<file path="src/common/dr_pkg.sv">
// Constants, register map and types shared by the dual reload down counter
package dr_pkg;

   ////////////////////////////////////////////////////////////////////////////
   // Register bus
   localparam int unsigned APB_AW     = 8;
   localparam int unsigned APB_DW     = 32;
   localparam logic [7:0]  OFS_CTRL   = 8'h00;
   localparam logic [7:0]  OFS_CLKSEL = 8'h04;
   localparam logic [7:0]  OFS_RLD0   = 8'h08;
   localparam logic [7:0]  OFS_RLD1   = 8'h0C;
   localparam logic [7:0]  OFS_PRESET = 8'h10;
   localparam logic [7:0]  OFS_CNT0   = 8'h14;
   localparam logic [7:0]  OFS_CNT1   = 8'h18;
   localparam logic [7:0]  OFS_FLAG   = 8'h1C;
   localparam logic [7:0]  OFS_IRQEN  = 8'h20;

   ////////////////////////////////////////////////////////////////////////////
   // Control register fields
   localparam int unsigned CTRL_W     = 7;
   localparam int unsigned CB_CHAIN   = 0;
   localparam int unsigned CB_EVT     = 1;
   localparam int unsigned CB_POL     = 2;
   localparam int unsigned CB_FILT    = 3;
   localparam int unsigned CB_PULSE_OUT_CHANNEL_SELECT   = 4;
   localparam int unsigned CB_RUN0    = 5;
   localparam int unsigned CB_RUN1    = 6;
   localparam logic [6:0]  CTRL_RST   = 7'h00;

   // Clock select register fields
   localparam int unsigned CLK_W      = 7;
   localparam int unsigned KB_PS0     = 0;
   localparam int unsigned KB_SRC0    = 2;
   localparam int unsigned KB_PS1     = 4;
   localparam int unsigned KB_SRC1    = 6;
   localparam logic [6:0]  CLK_RST    = 7'h00;

   localparam logic [7:0]  RLD_RST    = 8'h00;
   localparam logic [7:0]  CNT_RST    = 8'h00;
   localparam logic [7:0]  CNT_MAX    = 8'hFF;

   // Prescaler ratio codes
   localparam logic [1:0]  PS_DIV1    = 2'h0;
   localparam logic [1:0]  PS_DIV4    = 2'h1;
   localparam logic [1:0]  PS_DIV32   = 2'h2;
   localparam logic [1:0]  PS_DIV256  = 2'h3;

   ////////////////////////////////////////////////////////////////////////////
   // Pin sampling and noise rejector reference
   localparam int unsigned NSYNC      = 3;
   localparam int unsigned LF_HZ      = 32768;
   localparam int unsigned REF_HZ     = 2048;
   localparam int unsigned REF_DIV    = LF_HZ / REF_HZ;
   localparam int unsigned REF_CW     = $clog2(REF_DIV);
   localparam logic [REF_CW-1:0] REF_LAST = REF_CW'(REF_DIV - 1);
   localparam logic [1:0]  FILT_EDGES = 2'h2;

   typedef enum logic [0:0] {FS_STABLE, FS_PENDING} dr_filt_e;

endpackage : dr_pkg

</file>
<file path="src/common/dr_evt_if.sv">
// Signals between the counter core and the event input conditioner
interface dr_evt_if;
   logic pin;
   logic ref_fall;
   logic polarity;
   logic filt_en;
   logic evt_tick;

   modport cond (input pin, input ref_fall, input polarity, input filt_en, output evt_tick);
   modport core (output pin, output ref_fall, output polarity, output filt_en, input evt_tick);
endinterface : dr_evt_if

</file>
<file path="src/rtl/dr_counter_top.sv">
// Dual 8-bit reload down counter with chaining, event input and APB registers
//
// Notes on behaviour
// - Two 8-bit down counters, each with reload
// - Chain bit joins both into one 16-bit counter
// - Preset strobe copies reload value into counter
// - Run bit gates counting, never changes count
// - Current count readable at any time
// - Low read freezes high part until read
// - Underflow reloads and counting simply continues
// - Underflow drives interrupt and pulse output pin
// - Channel 1 underflow clocks the serial interface
// - Mode bit zero: channel 0 counts prescaler ticks
// - Unchained channel 1 counts prescaler ticks only; chained, it counts channel 0 borrows
// - Mode bit one: channel 0 counts pin edges
// - Event mode ignores channel 0 prescaler settings
// - Polarity bit: zero falling, one rising edge
// - Filter bit inserts noise rejector on event pin
// - Filtered change passes at second reference falling edge
// - Pulses of 0.48 ms or less are discarded
// - Prescaler divides by 1, 4, 32, 256
// - Source bit: low or high frequency oscillator
// - Flag always sets; mask gates request only
// - Pulse output toggles on selected channel underflow
module dr_counter_top (
   input  wire logic                        CLK_IN,
   input  wire logic                        RST_IN,
   input  wire logic                        PSEL_IN,
   input  wire logic                        PENABLE_IN,
   input  wire logic                        PWRITE_IN,
   input  wire logic [dr_pkg::APB_AW-1:0]   PADDR_IN,
   input  wire logic [dr_pkg::APB_DW-1:0]   PWDATA_IN,
   output logic      [dr_pkg::APB_DW-1:0]   PRDATA_OUT,
   output logic                             PREADY_OUT,
   output logic                             PSLVERR_OUT,
   input  wire logic                        LOW_FREQ_OSC_IN,
   input  wire logic                        HIGH_FREQ_OSC_IN,
   input  wire logic                        EVENT_INPUT_PIN_IN,
   output logic                             PULSE_OUTPUT_OUT,
   output logic                             SIO_CLK_OUT,
   output logic [1:0]                       UNDERFLOW_OUT,
   output logic [1:0]                       IRQ_OUT
);
   import dr_pkg::*;

   ////////////////////////////////////////////////////////////////////////////
   // Decoding helpers
   function automatic logic ratio_hit(input logic [7:0] c, input logic [1:0] sel);
      case (sel)
         PS_DIV1:  ratio_hit = 1'b1;
         PS_DIV4:  ratio_hit = &c[1:0];
         PS_DIV32: ratio_hit = &c[4:0];
         default:  ratio_hit = &c[7:0];
      endcase
   endfunction

   function automatic logic is_mapped(input logic [7:0] a);
      case (a)
         OFS_CTRL, OFS_CLKSEL, OFS_RLD0, OFS_RLD1, OFS_PRESET,
         OFS_CNT0, OFS_CNT1, OFS_FLAG, OFS_IRQEN: is_mapped = 1'b1;
         default:                                 is_mapped = 1'b0;
      endcase
   endfunction

   ////////////////////////////////////////////////////////////////////////////
   // APB handshake: one wait state so read data leave a flip-flop
   logic [CTRL_W-1:0] ctrl_r,    ctrl_nxt;
   logic [CLK_W-1:0]  clksel_r,  clksel_nxt;
   logic [7:0]        rld_r [2];
   logic [7:0]        rld_nxt [2];
   logic [1:0]        irqen_r,   irqen_nxt;
   logic [7:0]        hold_r,    hold_nxt;
   logic              hold_v_r,  hold_v_nxt;
   logic [31:0]       prdata_r,  prdata_nxt;
   logic              pready_r,  pready_nxt;
   logic              pslverr_r, pslverr_nxt;
   logic [7:0]        cnt_r [2];
   logic [1:0]        flag_r;

   logic acc, done, wr, rd;
   logic [1:0] preset, flag_clr;

   assign acc  = PSEL_IN & PENABLE_IN;
   assign done = acc & pready_r;
   assign wr   = done & PWRITE_IN & is_mapped(PADDR_IN);
   assign rd   = done & ~PWRITE_IN;

   always_comb begin
      ctrl_nxt    = ctrl_r;
      clksel_nxt  = clksel_r;
      rld_nxt[0]  = rld_r[0];
      rld_nxt[1]  = rld_r[1];
      irqen_nxt   = irqen_r;
      hold_nxt    = hold_r;
      hold_v_nxt  = hold_v_r;
      preset      = 2'h0;
      flag_clr    = 2'h0;
      pready_nxt  = acc & ~pready_r;
      prdata_nxt  = 32'h0;
      pslverr_nxt = 1'b0;
      if (acc && !pready_r) begin
         pslverr_nxt = ~is_mapped(PADDR_IN);
         if (!PWRITE_IN) begin
            case (PADDR_IN)
               OFS_CTRL:   prdata_nxt = {25'h0, ctrl_r};
               OFS_CLKSEL: prdata_nxt = {25'h0, clksel_r};
               OFS_RLD0:   prdata_nxt = {24'h0, rld_r[0]};
               OFS_RLD1:   prdata_nxt = {24'h0, rld_r[1]};
               OFS_CNT0:   prdata_nxt = {24'h0, cnt_r[0]};
               OFS_CNT1:   prdata_nxt = {24'h0, hold_v_r ? hold_r : cnt_r[1]};
               OFS_FLAG:   prdata_nxt = {30'h0, flag_r};
               OFS_IRQEN:  prdata_nxt = {30'h0, irqen_r};
               default:    prdata_nxt = 32'h0;
            endcase
         end
      end
      if (wr) begin
         case (PADDR_IN)
            OFS_CTRL:   ctrl_nxt   = PWDATA_IN[CTRL_W-1:0];
            OFS_CLKSEL: clksel_nxt = PWDATA_IN[CLK_W-1:0];
            OFS_RLD0:   rld_nxt[0] = PWDATA_IN[7:0];
            OFS_RLD1:   rld_nxt[1] = PWDATA_IN[7:0];
            OFS_PRESET: preset     = PWDATA_IN[1:0];
            OFS_FLAG:   flag_clr   = PWDATA_IN[1:0];
            OFS_IRQEN:  irqen_nxt  = PWDATA_IN[1:0];
            default:    preset     = 2'h0;
         endcase
      end
      // Freeze taken at the edge that samples the low byte, so no borrow slips in between
      if (acc && !pready_r && !PWRITE_IN && PADDR_IN == OFS_CNT0) begin
         hold_nxt   = cnt_r[1];
         hold_v_nxt = 1'b1;
      end else if (rd && PADDR_IN == OFS_CNT1) begin
         hold_v_nxt = 1'b0;
      end
   end

   always_ff @(posedge CLK_IN) begin
      if (RST_IN) begin
         ctrl_r    <= CTRL_RST;
         clksel_r  <= CLK_RST;
         rld_r[0]  <= RLD_RST;
         rld_r[1]  <= RLD_RST;
         irqen_r   <= 2'h0;
         hold_r    <= CNT_RST;
         hold_v_r  <= 1'b0;
         prdata_r  <= 32'h0;
         pready_r  <= 1'b0;
         pslverr_r <= 1'b0;
      end else begin
         ctrl_r    <= ctrl_nxt;
         clksel_r  <= clksel_nxt;
         rld_r[0]  <= rld_nxt[0];
         rld_r[1]  <= rld_nxt[1];
         irqen_r   <= irqen_nxt;
         hold_r    <= hold_nxt;
         hold_v_r  <= hold_v_nxt;
         prdata_r  <= prdata_nxt;
         pready_r  <= pready_nxt;
         pslverr_r <= pslverr_nxt;
      end
   end

   ////////////////////////////////////////////////////////////////////////////
   // Oscillator pins: three-stage sampling, a tick per agreed rising edge
   logic [1:0] osc_pin, osc_tick;
   assign osc_pin = {HIGH_FREQ_OSC_IN, LOW_FREQ_OSC_IN};

   genvar gi;
   generate
      for (gi = 0; gi < 2; gi++) begin : g_osc
         logic [NSYNC-1:0] s_r, s_nxt;
         logic             l_r, l_nxt;
         always_comb begin
            s_nxt = {s_r[NSYNC-2:0], osc_pin[gi]};
            l_nxt = (s_r[1] == s_r[2]) ? s_r[2] : l_r;
         end
         always_ff @(posedge CLK_IN) begin
            if (RST_IN) begin
               s_r <= '0;
               l_r <= 1'b0;
            end else begin
               s_r <= s_nxt;
               l_r <= l_nxt;
            end
         end
         assign osc_tick[gi] = l_nxt & ~l_r;
      end
   endgenerate

   ////////////////////////////////////////////////////////////////////////////
   // Reference for the noise rejector, divided from the low frequency source
   logic [REF_CW-1:0] ref_cnt_r, ref_cnt_nxt;
   logic              ref_fall_r, ref_fall_nxt;

   always_comb begin
      ref_cnt_nxt  = osc_tick[0] ? ref_cnt_r + REF_CW'(1) : ref_cnt_r;
      // Top bit of the divider falls as it wraps
      ref_fall_nxt = osc_tick[0] && (ref_cnt_r == REF_LAST);
   end

   always_ff @(posedge CLK_IN) begin
      if (RST_IN) begin
         ref_cnt_r  <= '0;
         ref_fall_r <= 1'b0;
      end else begin
         ref_cnt_r  <= ref_cnt_nxt;
         ref_fall_r <= ref_fall_nxt;
      end
   end

   ////////////////////////////////////////////////////////////////////////////
   // Event input conditioner
   dr_evt_if ev ();
   assign ev.pin      = EVENT_INPUT_PIN_IN;
   assign ev.ref_fall = ref_fall_r;
   assign ev.polarity = ctrl_r[CB_POL];
   assign ev.filt_en  = ctrl_r[CB_FILT];

   dr_evt_cond u_evt (
      .clk_in (CLK_IN),
      .rst_in (RST_IN),
      .ev     (ev.cond)
   );

   ////////////////////////////////////////////////////////////////////////////
   // Prescalers; in chained mode channel 0's run bit starts both halves
   logic       chain, evt_mode;
   logic [1:0] run, ps_tick;
   logic [1:0] ps_sel [2];
   logic [1:0] src_sel;

   assign chain     = ctrl_r[CB_CHAIN];
   assign evt_mode  = ctrl_r[CB_EVT];
   assign run[0]    = ctrl_r[CB_RUN0];
   assign run[1]    = chain ? ctrl_r[CB_RUN0] : ctrl_r[CB_RUN1];
   assign ps_sel[0] = clksel_r[KB_PS0 +: 2];
   assign ps_sel[1] = clksel_r[KB_PS1 +: 2];
   assign src_sel   = {clksel_r[KB_SRC1], clksel_r[KB_SRC0]};

   generate
      for (gi = 0; gi < 2; gi++) begin : g_ps
         logic [7:0] p_r, p_nxt;
         logic       src;
         assign src = src_sel[gi] ? osc_tick[1] : osc_tick[0];
         always_comb begin
            p_nxt = (run[gi] && src) ? p_r + 8'h01 : p_r;
         end
         always_ff @(posedge CLK_IN) begin
            if (RST_IN) begin
               p_r <= 8'h00;
            end else begin
               p_r <= p_nxt;
            end
         end
         assign ps_tick[gi] = run[gi] & src & ratio_hit(p_r, ps_sel[gi]);
      end
   endgenerate

   ////////////////////////////////////////////////////////////////////////////
   // Down counters, underflow and reload
   logic [7:0] cnt_nxt [2];
   logic [1:0] uf_now, tick;
   logic [1:0] uf_r, flag_nxt, irq_r, irq_nxt;
   logic       pulse_r, pulse_nxt, sio_r, sio_nxt;

   // Run is gated into the tick itself, so stopping never touches the count
   assign tick[0] = run[0] & (evt_mode ? ev.evt_tick : ps_tick[0]);
   assign tick[1] = ~chain & run[1] & ps_tick[1];

   always_comb begin
      cnt_nxt[0] = cnt_r[0];
      cnt_nxt[1] = cnt_r[1];
      uf_now     = 2'h0;
      if (chain) begin
         if (tick[0]) begin
            if (cnt_r[0] != 8'h00) begin
               cnt_nxt[0] = cnt_r[0] - 8'h01;
            end else if (cnt_r[1] != 8'h00) begin
               cnt_nxt[0] = CNT_MAX;
               cnt_nxt[1] = cnt_r[1] - 8'h01;
            end else begin
               cnt_nxt[0] = rld_r[0];
               cnt_nxt[1] = rld_r[1];
               uf_now     = 2'h3;
            end
         end
      end else begin
         for (int i = 0; i < 2; i++) begin
            if (tick[i]) begin
               if (cnt_r[i] == 8'h00) begin
                  cnt_nxt[i] = rld_r[i];
                  uf_now[i]  = 1'b1;
               end else begin
                  cnt_nxt[i] = cnt_r[i] - 8'h01;
               end
            end
         end
      end
      // A preset overrides; with an underflow the same value loads once
      for (int i = 0; i < 2; i++) begin
         if (preset[i]) begin
            cnt_nxt[i] = rld_r[i];
         end
      end
      flag_nxt  = (flag_r & ~flag_clr) | uf_now;
      irq_nxt   = flag_nxt & irqen_r;
      pulse_nxt = pulse_r ^ (ctrl_r[CB_PULSE_OUT_CHANNEL_SELECT] ? uf_now[1] : uf_now[0]);
      sio_nxt   = sio_r ^ uf_now[1];
   end

   always_ff @(posedge CLK_IN) begin
      if (RST_IN) begin
         cnt_r[0] <= CNT_RST;
         cnt_r[1] <= CNT_RST;
         uf_r     <= 2'h0;
         flag_r   <= 2'h0;
         irq_r    <= 2'h0;
         pulse_r  <= 1'b0;
         sio_r    <= 1'b0;
      end else begin
         cnt_r[0] <= cnt_nxt[0];
         cnt_r[1] <= cnt_nxt[1];
         uf_r     <= uf_now;
         flag_r   <= flag_nxt;
         irq_r    <= irq_nxt;
         pulse_r  <= pulse_nxt;
         sio_r    <= sio_nxt;
      end
   end

   ////////////////////////////////////////////////////////////////////////////
   // Outputs
   assign PRDATA_OUT       = prdata_r;
   assign PREADY_OUT       = pready_r;
   assign PSLVERR_OUT      = pslverr_r;
   assign PULSE_OUTPUT_OUT = pulse_r;
   assign SIO_CLK_OUT      = sio_r;
   assign UNDERFLOW_OUT    = uf_r;
   assign IRQ_OUT          = irq_r;

endmodule // dr_counter_top

</file>
<file path="src/rtl/dr_evt_cond.sv">
// Event input conditioner: pin synchroniser, noise rejector and edge select
module dr_evt_cond
   import dr_pkg::*;
(
   input  wire logic clk_in,
   input  wire logic rst_in,
   dr_evt_if.cond    ev
);

   logic [NSYNC-1:0] sync_r,  sync_nxt;
   logic             lvl_r,   lvl_nxt;
   logic             filt_r,  filt_nxt;
   dr_filt_e         st_r,    st_nxt;
   logic [1:0]       nref_r,  nref_nxt;
   logic             tick_r,  tick_nxt;

   always_comb begin
      sync_nxt = {sync_r[NSYNC-2:0], ev.pin};
      // A level counts only once the second and third stages agree
      lvl_nxt  = (sync_r[1] == sync_r[2]) ? sync_r[2] : lvl_r;
      filt_nxt = filt_r;
      st_nxt   = st_r;
      nref_nxt = nref_r;
      if (!ev.filt_en) begin
         filt_nxt = lvl_r;
         st_nxt   = FS_STABLE;
         nref_nxt = 2'h0;
      end else begin
         case (st_r)
            FS_STABLE: begin
               if (lvl_r != filt_r) begin
                  st_nxt   = FS_PENDING;
                  nref_nxt = 2'h0;
               end
            end
            FS_PENDING: begin
               // Level back before the second reference edge: a glitch, dropped
               if (lvl_r == filt_r) begin
                  st_nxt = FS_STABLE;
               end else if (ev.ref_fall) begin
                  if (nref_r == FILT_EDGES - 2'h1) begin
                     filt_nxt = lvl_r;
                     st_nxt   = FS_STABLE;
                  end else begin
                     nref_nxt = nref_r + 2'h1;
                  end
               end
            end
            default: begin
               st_nxt = FS_STABLE;
            end
         endcase
      end
      // One pulse per accepted edge of the chosen direction
      tick_nxt = (filt_nxt != filt_r) && (filt_nxt == ev.polarity);
   end

   always_ff @(posedge clk_in) begin
      if (rst_in) begin
         sync_r <= '0;
         lvl_r  <= 1'b0;
         filt_r <= 1'b0;
         st_r   <= FS_STABLE;
         nref_r <= 2'h0;
         tick_r <= 1'b0;
      end else begin
         sync_r <= sync_nxt;
         lvl_r  <= lvl_nxt;
         filt_r <= filt_nxt;
         st_r   <= st_nxt;
         nref_r <= nref_nxt;
         tick_r <= tick_nxt;
      end
   end

   assign ev.evt_tick = tick_r;

endmodule // dr_evt_cond

</file>
<file path="config.mk">
export PLATFORM = sky130hd
export DESIGN_NAME = dr_counter_top
export DESIGN_NICKNAME = d
export VERILOG_FILES = /design/src/common/dr_pkg.sv /design/src/common/dr_evt_if.sv /design/src/rtl/dr_counter_top.sv /design/src/rtl/dr_evt_cond.sv
export SDC_FILE = /design/constraint.sdc
export NUM_CORES = 1
export LEC_CHECK = 0
export BUFFER_PORTS_ARGS = -buffer_cell sky130_fd_sc_hd__buf_2
export CAP_MARGIN = 20
export CORE_MARGIN = 4
export CORE_UTILIZATION = 55
export DETAILED_ROUTE_END_ITERATION = 12
export PLACE_DENSITY = 0.77
export SLEW_MARGIN = 10
export SYNTH_ARGS = -nofsm -noshare
export SYNTH_HDL_FRONTEND = slang
export SYNTH_SLANG_ARGS = --single-unit
</file>
<file path="constraint.sdc">
create_clock -name CLK_IN -period 2.5 [get_ports CLK_IN]
set_input_delay 0.25 -clock CLK_IN [delete_from_list [all_inputs] [get_ports CLK_IN]]
set_output_delay 0.25 -clock CLK_IN [all_outputs]
set_load 0.005 [all_outputs]
</file>
==> results.txt <==
Die area - 0.0116 mm^2
Max Cap Viol - 0
Slew @ Worst Pin - 0.569 ns
Total GRT Usage - 24.3%
Fraction of layout cells with a size suffix above 1 - 17.9%
CTS max path bufs - 2
Final setup vio count - 0
RD Place Congestion - 0.947
Worst Path Required - 2.88 ns
Comb pwr share - 2.7%
CP delay by family, top - simple AND/OR/NAND/NOR gates
Sequential Power Share - 41.2%
Yosys cell types - 66
Highest Clock Rate - 0.414 GHz
Final core occ - 67.4%
Vias in the first global route - 4,522
Post-route setup TNS - 0 ns
Vias - 4,730
Detailed-route wire length - 13.7 mm
Headroom to the max-slew limit - 61.7%
Synth Area in Simple Gates - 24.2%
Cell Area, Synth - 0.00545 mm^2
Crit path buffers/inverters - 1
CTS tree - built
CP Class - flip-flop to flip-flop
P&R area growth vs syn - 20.3%
CTS Buf Count - 17
Leakage - 2.47 nW
Worst-Skew Late Latency - 0.52 ns
Root Driver - clkbuf_8
Final period util - 96.5%
Clock power frac - 56.1%
Grt ovf - 0
CORE AREA - 0.00973 mm^2
Data arrival, critical path - 2.79 ns
Min Clock Period, post-route - 2.41 ns
Adder-cell area share of the yosys netlist - 1.84%
Post-CTS Setup Repair Bufs - 0
Mux contribution to synthesized area - 9.37%
Post-route ant nets - 0
Ys async rst share - 0%
Sw Share - 20.2%
Max-slew violations - 0
Horiz. Die Dim - 108 um
Clk sinks - 113
Largest net degree at the start of global routing - 101
Diode count - 0
PortBufs - 39
Critical Path Max Stage Delay - 0.54 ns
Drt via density - 5.66
Pwr/cell area - 672 mW/mm^2
Commonest non-fill, non-tap cell in the layout - dfxtp_1
FF+latch count, synth - 113
Type of the tightest min-delay check - primary input to flip-flop
Synth Instances - 620
Initial antenna violation count - 1
Hold Fails Final Rpt - 0
Crit path max fanout - 6
Sequential-to-total area share from yosys stat - 41.5%
Startpoint types - flip-flop
Crit path max-delay cell type - or3b_2
RSZ-0062 raised after global routing - false
Top_reg_cell synth - dfxtp_1
CTS H-tree lvls - 4
DR WL/cell - 16.4 um
Clk_skew - 0.00814 ns
Drt drc - 0
Outcome - finished clean
Clock-pin slew on the worst setup and hold paths - 0.06 ns
Critical-path cell list - inv_1 > ha_1 > or3b_2 > o21ai_0 > and2_1 > nor2_1 > o221ai_1 > a21oi_1
Internal power - 3.51 mW
Initial cell density of the core - 56.0%
1st-iter DRT viols - 365
Final #Nets - 745
Router iterations before antenna repair - 5
Most frequent cells in the layout - dfxtp_1 (112), nor2_1 (86), mux2i_1 (51)
Final HPWL DP - 9.48 mm
Element type at the critical path end - flip-flop
P_sw - 891 uW
Vert. Die Dim - 108 um
Global-route wire length before repair - 22.0 mm
Row cnt - 36
XOR/XNOR Fraction of Synth Area - 3.05%
Synth Area in Compound Gates - 13.7%
Post-synth EDFFs - 0
Mapped Avg Cell Area - 8.79 um^2
Ys Warns - 0
I/O Pins - 88
Max VDD drop - 0.321 mV
Largest family of logic cells by synthesized area - simple AND/OR/NAND/NOR gates
sequential cells by signal, indices dropped and copies added (netlist names), 2 cells and up:
name           flops
irqen_r            2
u_evt.sync_r       3
ref_cnt_r          4
cnt_r             16
hold_r             8
IRQ_OUT            2
UNDERFLOW_OUT      2
clksel_r           7
rld_r             16
u_evt.nref_r       2
PRDATA_OUT         8
g_osc.l_r          2
g_ps.p_r          16
ctrl_r             7
flag_r             2
g_osc.s_r          6
cells in the mapped netlist, drive strengths merged, types with 6 or more instances:
| library cell | number | area (um^2) |
|---|---|---|
| inv | 13 | 48.8 |
| nor4 | 6 | 58.8 |
| a22oi | 10 | 75.1 |
| dfxtp | 113 | 2260 |
| nor2b | 10 | 62.6 |
| xor2 | 14 | 123 |
| a21oi | 35 | 175 |
| clkbuf | 13 | 48.8 |
| mux2i | 51 | 510 |
| nor2 | 86 | 323 |
| nor3b | 6 | 50.1 |
| nand4 | 12 | 75.1 |
| and3 | 15 | 93.8 |
| a31oi | 7 | 43.8 |
| ha | 8 | 100 |
| nand3 | 12 | 60.1 |
| nor3 | 12 | 60.1 |
| o21ai | 27 | 139 |
| buf | 37 | 244 |
| nand2b | 10 | 62.6 |
| nand2 | 50 | 188 |
metal layers:
| metal | GRT usage (%) | share of wire, % | up-vias |
|---|---|---|---|
| li1 | - | - | 2299 |
| met1 | 30.0 | 43 | 2211 |
| met2 | 39.6 | 47 | 180 |
| met3 | 6.12 | 6.9 | 38 |
| met4 | 11.5 | 2.9 | 2 |
| met5 | 0 | 0.095 | - |
worst min-delay path, cell delays in order:
cell and delay (ns):
buf_2 0.13, mux2i_1 0.08, nor2_1 0.07
cell type report:
cell class,count,area (um^2)
clock inverter,10,158
sequential,113,2260
timing repair buffer,77,507
fill,801,3170
inverter,13,48.8
tap,133,166
clock buffer,22,453
multi-input combinational,467,2960
repair_timing:
action	4_1_cts	5_1_grt
hold buffers	4	0
pin swaps	0	3
endpoints found under the hold margin	4	0
setup endpoints to repair	2	10
gates cloned	0	1
resized for setup	2	9
logic make-up after synthesis:
kind of cell / Yosys count
other: 1
and+or+nand+nor: 251
xor gates and xnor gates: 19
AOI/OAI and AO/OA: 114
DFF: 113
muxes: 51
adders and majority gates: 8
buffers and inverters: 63
power by group through the flow:
stage / Sequential (mW) / Clock [mW] / Combinational [mW]
detailed placement: 1.85 / 0 / 0.111
global route: 1.82 / 2.59 / 0.130
global placement: 1.85 / 0 / 0.109
finish: 1.82 / 2.47 / 0.120
floorplan: 1.85 / 0 / 0.0842
CTS: 1.81 / 2.50 / 0.117
path summary, 6_finish.rpt:
path         cells past startpoint  slack (ns)         endpoint             from
max                              8        0.09      cnt_r[0][2]      cnt_r[0][9]
min                              3        0.04      clksel_r[5]     PWDATA_IN[5]
max reg2reg                      8        0.09      cnt_r[0][2]      cnt_r[0][9]
min reg2reg                      1        0.44  u_evt.sync_r[1]  u_evt.sync_r[0]
per-stage QoR:
stage               hold slack, ns  power, mW  instance area [um^2]  std cells  setup slack [ns]
floorplan                    0.346       1.94                  5540        643             0.291
global placement             0.417       1.96                  5860        798            0.0717
detailed placement           0.426       1.96                  5860        798            0.0128
CTS                         0.0212       4.43                  6520        834            0.0303
global route                0.0233       4.54                  6560        835          0.000173
finish                      0.0415       4.40                  6560        835            0.0863
Power figures use the tool's default switching activity.
